`config.mk`:
```
export PLATFORM = sky130hd
export DESIGN_NAME = uil_top
export DESIGN_NICKNAME = d
export VERILOG_FILES = /design/src/uil_pkg.sv /design/src/uil_int_arb.sv /design/src/uil_fmt.sv /design/src/uil_top.sv
export SDC_FILE = /design/constraint.sdc
export NUM_CORES = 1
export LEC_CHECK = 0
export BUFFER_PORTS_ARGS = -buffer_cell sky130_fd_sc_hd__buf_2
export CORE_MARGIN = 4
export CORE_UTILIZATION = 52
export CTS_CLUSTER_DIAMETER = 50
export DETAILED_ROUTE_END_ITERATION = 10
export MAX_ROUTING_LAYER = met4
export PLACE_DENSITY_LB_ADDON = 0.25
export RECOVER_POWER = 100
export SYNTH_ARGS = -nofsm -noshare
export SYNTH_HDL_FRONTEND = slang
export SYNTH_HIERARCHICAL = 1
export SYNTH_SLANG_ARGS = --single-unit
```
`constraint.sdc`:
```
create_clock -name clk_sys -period 2.8 [get_ports clk_sys]
set_input_delay 0.56 -clock clk_sys [delete_from_list [all_inputs] [get_ports clk_sys]]
set_output_delay 0.56 -clock clk_sys [all_outputs]
set_load 0.05 [all_outputs]
```
`src/uil_pkg.sv`:
```
// uart interrupt identification and line format: shared constants and types
// assumes a single 25 MHz system clock and an AXI4-Lite master on the register port
`default_nettype none

package uil_pkg;

    // register byte offsets
    localparam int ADDR_W = 5;
    localparam logic [ADDR_W-1:0] OFF_ISR = 5'h00;
    localparam logic [ADDR_W-1:0] OFF_LCR = 5'h04;
    localparam logic [ADDR_W-1:0] OFF_IER = 5'h08;
    localparam logic [ADDR_W-1:0] OFF_DIV = 5'h0c;
    localparam logic [ADDR_W-1:0] OFF_EFR = 5'h10;

    localparam logic [1:0] RESP_OKAY = 2'h0;
    localparam logic [1:0] RESP_SLVERR = 2'h2;

    // line_control fields and the efr enhanced enable
    localparam int LCR_DLAB = 7;
    localparam int LCR_BRK = 6;
    localparam int LCR_FORCE = 5;
    localparam int LCR_EVEN = 4;
    localparam int LCR_PEN = 3;
    localparam int LCR_STOP = 2;
    localparam int EFR_ENH = 4;

    // reset values
    localparam logic [7:0] LCR_RST = 8'h00;
    localparam logic [7:0] EFR_RST = 8'h00;
    localparam logic [15:0] DIV_RST = 16'h0001;

    // interrupt sources, index order is priority order
    localparam int NSRC = 7;
    localparam logic [2:0] SRC_LSR = 3'h0;
    localparam logic [2:0] SRC_RXAV = 3'h1;
    localparam logic [2:0] SRC_RXTO = 3'h2;
    localparam logic [2:0] SRC_THRE = 3'h3;
    localparam logic [2:0] SRC_MODEM = 3'h4;
    localparam logic [2:0] SRC_XOFF = 3'h5;
    localparam logic [2:0] SRC_FLOW = 3'h6;
    localparam logic [NSRC-1:0] IER_RST = 7'h00;

    localparam logic [5:0] CODE_LSR = 6'h06;
    localparam logic [5:0] CODE_RXAV = 6'h04;
    localparam logic [5:0] CODE_RXTO = 6'h0c;
    localparam logic [5:0] CODE_THRE = 6'h02;
    localparam logic [5:0] CODE_MODEM = 6'h00;
    localparam logic [5:0] CODE_XOFF = 6'h10;
    localparam logic [5:0] CODE_FLOW = 6'h20;

    localparam logic [3:0] WL_BASE = 4'h5;
    typedef enum logic [2:0] {PAR_NONE = 3'h0, PAR_ODD = 3'h1, PAR_EVEN = 3'h2,
                              PAR_ONE = 3'h3, PAR_ZERO = 3'h4} uil_par_t;
    // stop length counted in half bit times
    localparam logic [2:0] STOP_1 = 3'h2;
    localparam logic [2:0] STOP_1H = 3'h3;
    localparam logic [2:0] STOP_2 = 3'h4;

    typedef struct packed {
        logic [ADDR_W-1:0] awaddr;
        logic awvalid;
        logic [31:0] wdata;
        logic [3:0] wstrb;
        logic wvalid;
        logic bready;
        logic [ADDR_W-1:0] araddr;
        logic arvalid;
        logic rready;
    } uil_axi_req_t;

    typedef struct packed {
        logic awready;
        logic wready;
        logic [1:0] bresp;
        logic bvalid;
        logic arready;
        logic [31:0] rdata;
        logic [1:0] rresp;
        logic rvalid;
    } uil_axi_rsp_t;

    // one-cycle event pulses from the rest of the channel
    typedef struct packed {
        logic lsr_err;
        logic rx_timeout;
        logic thr_empty;
        logic modem_chg;
        logic xoff_det;
        logic xon_det;
        logic flow_chg;
    } uil_src_t;

    typedef struct packed {
        logic [3:0] data_bits;
        logic [2:0] stop_half;
        uil_par_t par;
    } uil_fmt_t;

    function automatic logic [5:0] src_code(input logic [2:0] idx);
        case (idx)
            SRC_LSR: src_code = CODE_LSR;
            SRC_RXAV: src_code = CODE_RXAV;
            SRC_RXTO: src_code = CODE_RXTO;
            SRC_THRE: src_code = CODE_THRE;
            SRC_XOFF: src_code = CODE_XOFF;
            SRC_FLOW: src_code = CODE_FLOW;
            default: src_code = CODE_MODEM;
        endcase
    endfunction

    function automatic logic [4:0] trig_level(input logic [1:0] sel);
        case (sel)
            2'h0: trig_level = 5'h01;
            2'h1: trig_level = 5'h04;
            2'h2: trig_level = 5'h08;
            default: trig_level = 5'h0e;
        endcase
    endfunction

endpackage

`default_nettype wire

```
`src/uil_int_arb.sv`:
```
// fixed-priority pick among pending interrupt sources
// assumes index 0 is the most urgent; purely combinational, clock only for checks
`default_nettype none

module uil_int_arb #(
    parameter int NSRC = uil_pkg::NSRC
) (
    // check clock
    input wire logic clk_sys,
    input wire logic rstn,
    // sources
    input wire logic [NSRC-1:0] pend,
    // pick
    output logic found,
    output logic [2:0] idx
);

    always_comb begin
        found = 1'b0;
        idx = 3'h0;
        // walk down so the lowest pending index is left standing
        for (int i = NSRC - 1; i >= 0; i--) begin
            if (pend[i]) begin
                found = 1'b1;
                idx = 3'(i);
            end
        end
    end
endmodule

`default_nettype wire

```
`src/uil_fmt.sv`:
```
// character format decode and break forcing of the serial output
// assumes the transmit shifter supplies tx_bit and uses fmt for framing
`default_nettype none

module uil_fmt (
    // clock and reset
    input wire logic clk_sys,
    input wire logic rstn,
    // control
    input wire logic [7:0] line_control,
    input wire logic tx_bit,
    // results
    output logic tx_out,
    output uil_pkg::uil_fmt_t fmt
);

    logic tx_d;
    uil_pkg::uil_fmt_t fmt_d;

    always_comb begin
        tx_d = line_control[uil_pkg::LCR_BRK] ? 1'b0 : tx_bit;
        fmt_d.data_bits = uil_pkg::WL_BASE + {2'h0, line_control[1:0]};
        if (!line_control[uil_pkg::LCR_STOP]) begin
            fmt_d.stop_half = uil_pkg::STOP_1;
        end else if (line_control[1:0] == 2'h0) begin
            fmt_d.stop_half = uil_pkg::STOP_1H;
        end else begin
            fmt_d.stop_half = uil_pkg::STOP_2;
        end
        if (!line_control[uil_pkg::LCR_PEN]) begin
            fmt_d.par = uil_pkg::PAR_NONE;
        end else if (line_control[uil_pkg::LCR_FORCE]) begin
            // forced level is the inverse of the even-select bit
            fmt_d.par = line_control[uil_pkg::LCR_EVEN] ? uil_pkg::PAR_ZERO : uil_pkg::PAR_ONE;
        end else begin
            fmt_d.par = line_control[uil_pkg::LCR_EVEN] ? uil_pkg::PAR_EVEN : uil_pkg::PAR_ODD;
        end
    end

    always_ff @(posedge clk_sys or negedge rstn) begin
        if (!rstn) begin
            tx_out <= 1'b1;
            fmt <= '{data_bits: uil_pkg::WL_BASE, stop_half: uil_pkg::STOP_1, par: uil_pkg::PAR_NONE};
        end else begin
            tx_out <= tx_d;
            fmt <= fmt_d;
        end
    end
endmodule

`default_nettype wire

```
`src/uil_top.sv`:
```
// interrupt identification, line control and register slave of one uart channel
// assumes source events are one-cycle pulses synchronous to clk_sys and an AXI4-Lite master
//
// Contract
// - report most urgent of six levels on read; code returns the source latched earlier, not a more urgent later one
// - read clears only the reported source
// - reported source held until serviced or until its enabled pending bit clears
// - line status: level 1, code 000110
// - data available: level 2, code 000100
// - receive timeout: level 2, code 001100
// - holding empty: level 3, code 000010
// - modem change: level 4, code 000000
// - xoff or special char: level 5, 010000
// - cts/rts change: level 6, 100000
// - bits 7:6 mirror fifo enable, reset 0
// - bits 5:4 only with enhanced enable
// - xoff bit sticks until xon received
// - bit 0 low when pending, reset 1
// - line control bit 7 opens divisor, enhanced
// - bit 6 forces transmit output low
// - forced parity: one if bit4=0, else zero
// - bit 3 parity enable, bit 4 even
// - bits 1:0 give 5 to 8 bits
// - bit 2 gives 1, 1.5 or 2 stops
// - fifo data interrupt at trigger count
`default_nettype none

module uil_top #(
    parameter int CNT_W = 5
) (
    // clock and reset
    input wire logic clk_sys,
    input wire logic rstn,
    // register bus
    input wire uil_pkg::uil_axi_req_t axi_req,
    output uil_pkg::uil_axi_rsp_t axi_rsp,
    // interrupt sources
    input wire uil_pkg::uil_src_t src,
    input wire logic fifo_en,
    input wire logic [1:0] fifo_trig_sel,
    input wire logic [CNT_W-1:0] rx_count,
    // serial side
    input wire logic tx_bit,
    output logic tx_out,
    output uil_pkg::uil_fmt_t fmt,
    output logic [15:0] divisor,
    // interrupt
    output logic int_out
);

    localparam int NSRC = uil_pkg::NSRC;

    uil_pkg::uil_axi_rsp_t rsp_q, rsp_d;
    logic aw_have_q, aw_have_d;
    logic w_have_q, w_have_d;
    logic [uil_pkg::ADDR_W-1:0] awaddr_q, awaddr_d;
    logic [31:0] wdata_q, wdata_d;
    logic [3:0] wstrb_q, wstrb_d;
    logic [7:0] lcr_q, lcr_d;
    logic [7:0] efr_q, efr_d;
    logic [15:0] div_q, div_d;
    logic [NSRC-1:0] ier_q, ier_d;
    logic [NSRC-1:0] pend_q, pend_d;
    logic cur_valid_q, cur_valid_d;
    logic [2:0] cur_idx_q, cur_idx_d;
    logic fifo_en_q;
    logic int_q, int_d;
    logic [NSRC-1:0] eff_q, eff_d;
    logic arb_found;
    logic [2:0] arb_idx;
    logic aw_take, w_take, ar_take, isr_rd;
    logic rxav_cond;
    logic [7:0] isr_val;

    // sources 5 and 6 only exist with the enhanced enable set
    function automatic logic [NSRC-1:0] eff_mask(input logic [NSRC-1:0] p, input logic [NSRC-1:0] en,
                                                 input logic enh);
        logic [NSRC-1:0] m;
        m = p & en;
        m[uil_pkg::SRC_XOFF] = m[uil_pkg::SRC_XOFF] & enh;
        m[uil_pkg::SRC_FLOW] = m[uil_pkg::SRC_FLOW] & enh;
        return m;
    endfunction

    function automatic logic mapped(input logic [uil_pkg::ADDR_W-1:0] a, input logic dlab);
        case (a)
            uil_pkg::OFF_ISR, uil_pkg::OFF_LCR, uil_pkg::OFF_IER: mapped = 1'b1;
            uil_pkg::OFF_DIV, uil_pkg::OFF_EFR: mapped = dlab;
            default: mapped = 1'b0;
        endcase
    endfunction

    assign eff_q = eff_mask(pend_q, ier_q, efr_q[uil_pkg::EFR_ENH]);

    uil_int_arb #(
        .NSRC(NSRC)
    ) u_arb (
        .clk_sys(clk_sys),
        .rstn(rstn),
        .pend(eff_q),
        .found(arb_found),
        .idx(arb_idx)
    );

    uil_fmt u_fmt (
        .clk_sys(clk_sys),
        .rstn(rstn),
        .line_control(lcr_q),
        .tx_bit(tx_bit),
        .tx_out(tx_out),
        .fmt(fmt)
    );

    // status byte as seen by a read in this cycle
    always_comb begin
        isr_val = {{2{fifo_en_q}}, 6'h01};
        if (cur_valid_q) begin
            isr_val[5:0] = uil_pkg::src_code(cur_idx_q);
        end
    end

    // in fifo mode the data interrupt fires at the trigger count only
    assign rxav_cond = fifo_en_q ? (rx_count == CNT_W'(uil_pkg::trig_level(fifo_trig_sel)))
                                 : (rx_count != '0);

    assign aw_take = axi_req.awvalid && rsp_q.awready;
    assign w_take = axi_req.wvalid && rsp_q.wready;
    assign ar_take = axi_req.arvalid && rsp_q.arready;
    assign isr_rd = ar_take && axi_req.araddr == uil_pkg::OFF_ISR && cur_valid_q;

    always_comb begin
        rsp_d = rsp_q;
        aw_have_d = aw_have_q;
        w_have_d = w_have_q;
        awaddr_d = awaddr_q;
        wdata_d = wdata_q;
        wstrb_d = wstrb_q;
        lcr_d = lcr_q;
        efr_d = efr_q;
        div_d = div_q;
        ier_d = ier_q;
        pend_d = pend_q;
        cur_valid_d = cur_valid_q;
        cur_idx_d = cur_idx_q;

        // write path: address and data in either order
        if (aw_take) begin
            aw_have_d = 1'b1;
            awaddr_d = axi_req.awaddr;
        end
        if (w_take) begin
            w_have_d = 1'b1;
            wdata_d = axi_req.wdata;
            wstrb_d = axi_req.wstrb;
        end
        if (rsp_q.bvalid && axi_req.bready) begin
            rsp_d.bvalid = 1'b0;
        end
        if (aw_have_q && w_have_q && !rsp_q.bvalid) begin
            aw_have_d = 1'b0;
            w_have_d = 1'b0;
            rsp_d.bvalid = 1'b1;
            rsp_d.bresp = mapped(awaddr_q, lcr_q[uil_pkg::LCR_DLAB]) ? uil_pkg::RESP_OKAY
                                                                     : uil_pkg::RESP_SLVERR;
            if (wstrb_q[0]) begin
                case (awaddr_q)
                    uil_pkg::OFF_LCR: lcr_d = wdata_q[7:0];
                    uil_pkg::OFF_IER: ier_d = wdata_q[NSRC-1:0];
                    uil_pkg::OFF_EFR: begin
                        if (lcr_q[uil_pkg::LCR_DLAB]) begin
                            efr_d = wdata_q[7:0];
                        end
                    end
                    default: ;
                endcase
            end
            if (awaddr_q == uil_pkg::OFF_DIV && lcr_q[uil_pkg::LCR_DLAB]) begin
                for (int b = 0; b < 2; b++) begin
                    if (wstrb_q[b]) begin
                        div_d[b*8 +: 8] = wdata_q[b*8 +: 8];
                    end
                end
            end
        end

        // read path: one outstanding, data registered with the accept
        if (rsp_q.rvalid && axi_req.rready) begin
            rsp_d.rvalid = 1'b0;
        end
        if (ar_take) begin
            rsp_d.rvalid = 1'b1;
            rsp_d.rresp = mapped(axi_req.araddr, lcr_q[uil_pkg::LCR_DLAB]) ? uil_pkg::RESP_OKAY
                                                                           : uil_pkg::RESP_SLVERR;
            rsp_d.rdata = 32'h0000_0000;
            case (axi_req.araddr)
                uil_pkg::OFF_ISR: rsp_d.rdata[7:0] = isr_val;
                uil_pkg::OFF_LCR: rsp_d.rdata[7:0] = lcr_q;
                uil_pkg::OFF_IER: rsp_d.rdata[NSRC-1:0] = ier_q;
                uil_pkg::OFF_DIV: begin
                    if (lcr_q[uil_pkg::LCR_DLAB]) begin
                        rsp_d.rdata[15:0] = div_q;
                    end
                end
                uil_pkg::OFF_EFR: begin
                    if (lcr_q[uil_pkg::LCR_DLAB]) begin
                        rsp_d.rdata[7:0] = efr_q;
                    end
                end
                default: ;
            endcase
        end

        // clears first so that a same-cycle event sets again
        if (isr_rd) begin
            cur_valid_d = 1'b0;
            if (cur_idx_q != uil_pkg::SRC_XOFF) begin
                pend_d[cur_idx_q] = 1'b0;
            end
        end
        if (src.xon_det) begin
            pend_d[uil_pkg::SRC_XOFF] = 1'b0;
        end
        if (src.lsr_err) pend_d[uil_pkg::SRC_LSR] = 1'b1;
        if (rxav_cond) pend_d[uil_pkg::SRC_RXAV] = 1'b1;
        if (src.rx_timeout) pend_d[uil_pkg::SRC_RXTO] = 1'b1;
        if (src.thr_empty) pend_d[uil_pkg::SRC_THRE] = 1'b1;
        if (src.modem_chg) pend_d[uil_pkg::SRC_MODEM] = 1'b1;
        if (src.xoff_det) pend_d[uil_pkg::SRC_XOFF] = 1'b1;
        if (src.flow_chg) pend_d[uil_pkg::SRC_FLOW] = 1'b1;

        // the reported source stays put until read or withdrawn
        if (cur_valid_q && !eff_q[cur_idx_q]) begin
            cur_valid_d = 1'b0;
        end
        if (!cur_valid_q && arb_found) begin
            cur_valid_d = 1'b1;
            cur_idx_d = arb_idx;
        end

        rsp_d.awready = !aw_have_d && !rsp_d.bvalid;
        rsp_d.wready = !w_have_d && !rsp_d.bvalid;
        rsp_d.arready = !rsp_d.rvalid;
    end

    assign eff_d = eff_mask(pend_d, ier_d, efr_d[uil_pkg::EFR_ENH]);
    assign int_d = |eff_d;

    always_ff @(posedge clk_sys or negedge rstn) begin
        if (!rstn) begin
            rsp_q <= '0;
            aw_have_q <= 1'b0;
            w_have_q <= 1'b0;
            awaddr_q <= '0;
            wdata_q <= '0;
            wstrb_q <= '0;
            lcr_q <= uil_pkg::LCR_RST;
            efr_q <= uil_pkg::EFR_RST;
            div_q <= uil_pkg::DIV_RST;
            ier_q <= uil_pkg::IER_RST;
            pend_q <= '0;
            cur_valid_q <= 1'b0;
            cur_idx_q <= 3'h0;
            fifo_en_q <= 1'b0;
            int_q <= 1'b0;
        end else begin
            rsp_q <= rsp_d;
            aw_have_q <= aw_have_d;
            w_have_q <= w_have_d;
            awaddr_q <= awaddr_d;
            wdata_q <= wdata_d;
            wstrb_q <= wstrb_d;
            lcr_q <= lcr_d;
            efr_q <= efr_d;
            div_q <= div_d;
            ier_q <= ier_d;
            pend_q <= pend_d;
            cur_valid_q <= cur_valid_d;
            cur_idx_q <= cur_idx_d;
            fifo_en_q <= fifo_en;
            int_q <= int_d;
        end
    end

    assign axi_rsp = rsp_q;
    assign divisor = div_q;
    assign int_out = int_q;
endmodule

`default_nettype wire

```
==> metrics.yaml <==
netlist_area_sq_um: 4965
gp_congestion: 0.8327
status: "complete, but fails checks"
wl_um: 11060
tightest_slew_ns: 2.189
cp-startpoint: "axi_rsp[36]$_DFF_PN0_"
required_ns: 3.04
reg2reg_to: "int_out$_DFF_PN0_"
layout-drive-gt1-share_pct: 26.33
finClkSkew_ns: 0.01729
comb_power_share_pct: 30.3
post-route-period-util_pct: 81.99
critPathMaxFanout: 7
die_height_um: 105.7
synth_cells: 417
fill_cells: 824
holdPathStages: 1
insertion_delay_ns: 0.38
ys_warn_count: 6
layout_common_cells: "dfrtp_1, mux2_2, clkbuf_1"
io_buffer_count: 101
overflow: 0
grt_pass1_vias: 3600
die_w_um: 105.7
p_leak_nw: 2.638
wire_per_inst_um: 16.84
dr.pass1.iters: 4
ctsResizeCount: 0
ys.flop_type: "dfrtp_1"
cts-hold-fix-buffers: 0
worstRegToRegCells: 5
cts_sinks: 111
yosysTopAreaCellShare_pct: 53.43
yosysSeqAreaShare_pct: 56.07
num_vias: 3561
clock.fmax_mhz: 435.6
initial_utilization_pct: 53.48
antenna_found_initial: 0
cts_made_buffers: 9
grt_pass1_wl_um: 18150
p_seq_share_pct: 48.9
diodes: 0
max_stage_delay_ns: 0.63
synth_top_cell_by_area: "dfrtp_1"
hp-class: "input port to flop"
synth_edf_count: 0
fin_util_pct: 61.67
tns_ns: 0
hold_viol: 0
finalSetupViolations: 0
rows: 35
post-cts-setup-buffers: 0
drv_cap: 1
final_common_cell: "dfrtp_1"
hold_end: "fifo_en_q$_DFF_PN0_"
vias_per_cell: 5.420
power.switching_mw: 1.870
power.share.switching_pct: 37.69
synth-seq-cells: 111
critPathCaptureType: "flop"
drc: 0
r2r_start: "axi_rsp[36]$_DFF_PN0_"
cts_tree: "built"
p_per_area_nw_per_um2: 866.4
synth_cell_types: 51
track_usage_pct: 21.16
rsz0062_at_grt: "false"
post_dp_cell_area_sq_um: 5587
violations: "max-capacitance violations, max-slew violations"
cts_buffer_depth: 2
cp_cell_sequence: "nand3b_1 -> nor4_4 -> mux2_1 -> a22o_1 -> nand4b_1"
path_class: "flop to flop"
async_flop_share_pct: 100.0
period_needed_ns: 2.296
nNetsFinal: 596
final_antenna_net_count: 0
clk_pin_slew_worst_paths_ns: 0.12
ir_worst_vdd_mv: 0.5171
cp-start-kind: "flop"
h-tree-depth: 3
crit_arrival_ns: 2.54
drtIter0Drc: 188
dp.final_hpwl_um: 8590
die_area_sq_um: 11170
rrSetupSlack_ns: 0.50
clockPowerShare_pct: 20.7
slew_viol_final: 40
yosys-top-cells-area: "dfrtp_1, mux2_2, buf_4, dfstp_2, nand2_1"
hold_path_startpoint: "fifo_en"
p_int_mw: 3.091
max_slew_margin_pct: -45.95
fin_area_sq_um: 5725
ioPinCount: 138
grt_max_degree: 49
avgSynthCellArea_sq_um: 11.91
cts-root-buf: "clkbuf_8"
core_sq_um: 9284
cp_slowest_cell: "nor4_4"
area_growth_pct: 15.32
## metal layers
metal,vias up,global-route usage [%],part of all wire [%]
met1,1798,27.80,43
met3,9,4.287,4.8
met5,-,-,0
met2,104,33.93,51
li1,1650,-,-
met4,0,5.550,0.91
## worst max-delay path by stage
stage | end | slack [ns] | depth (start not counted)
floorplan | int_out$_DFF_PN0_ | 0.54 | 5
global placement | int_out$_DFF_PN0_ | 0.56 | 5
detailed placement | int_out$_DFF_PN0_ | 0.53 | 5
CTS | int_out$_DFF_PN0_ | 0.48 | 5
global route | wstrb_q[1]$_DFFE_PN0P_ | 0.26 | 2
finish | int_out$_DFF_PN0_ | 0.50 | 5
## power groups by stage
stage          clock network [mW]  registers (mW)  logic [mW]
2_1_floorplan                   0            2.58       0.968
3_3_place_gp                    0            2.42        1.49
3_5_place_dp                    0            2.45        1.55
4_1_cts                      1.06            2.42        1.56
5_1_grt                      1.13            2.50        1.65
6_report                     1.03            2.43        1.51
## sequential cells by signal, indices dropped and copies added, names as in the netlist, 2 cells and up
signal and flops:
wstrb_q 2, ier_q 7, pend_q 7, efr_q 8
wdata_q 16, axi_rsp 23, u_fmt/fmt 10, cur_idx_q 3
divisor 16, lcr_q 8, awaddr_q 5
## synthesized netlist by cell type (4+ instances only)
cell      instances
a21oi_1           7
a22o_1           13
and2_1           10
buf_4            18
clkbuf_1         13
dfrtp_1         106
dfstp_2           5
ha_1              4
inv_1            14
mux2_2           65
nand2_1          34
nand2b_1          5
nand3_1           4
nor2_1           22
nor2b_1          11
nor3_1            9
o21ai_0          23
## area by class of cell
class / instances / area [sq um] / area share [%]
Tap cell: 129 / 161.4 / 2.819
Clock inverter: 6 / 86.33 / 1.508
Sequential cell: 111 / 2784 / 48.62
Inverter: 14 / 52.55 / 0.9178
Clock buffer: 10 / 137.6 / 2.404
Multi-Input combinational cell: 278 / 2008 / 35.07
Timing Repair Buffer: 109 / 495.5 / 8.654
## kinds of logic after synthesis
| family | Yosys count | synth area share (%) |
|---|---|---|
| muxes | 70 | 15.88 |
| other | 1 | 0.07553 |
| buffers and inverters | 45 | 4.763 |
| DFF | 111 | 56.07 |
| xor gates and xnor gates | 1 | 0.1764 |
| adders and majority gates | 4 | 1.008 |
| and+or+nand+nor | 113 | 12.00 |
| AOI/OAI and AO/OA | 72 | 10.03 |
## worst max-delay path, delay by kind of cell, from the launching register on
family           cells  cell delay [ns]
multiplexers         1             0.40
AO/OA/AOI/OAI        1             0.20
AND/OR/NAND/NOR      3             1.11
flip-flops           1             0.42
## stage by stage
step           setup slack [ns]  hold slack, ns  std cells  power (mW)
4_1_cts                  0.4791          0.1445        657       5.036
2_1_floorplan            0.5433          0.2644        434       3.546
6_report                 0.5042          0.2872        657       4.960
5_1_grt                  0.2648          0.2622        657       5.278
3_3_place_gp             0.5620          0.4544        641       3.912
3_5_place_dp             0.5306          0.4606        641       4.005
(Power assumes the default switching activity.)
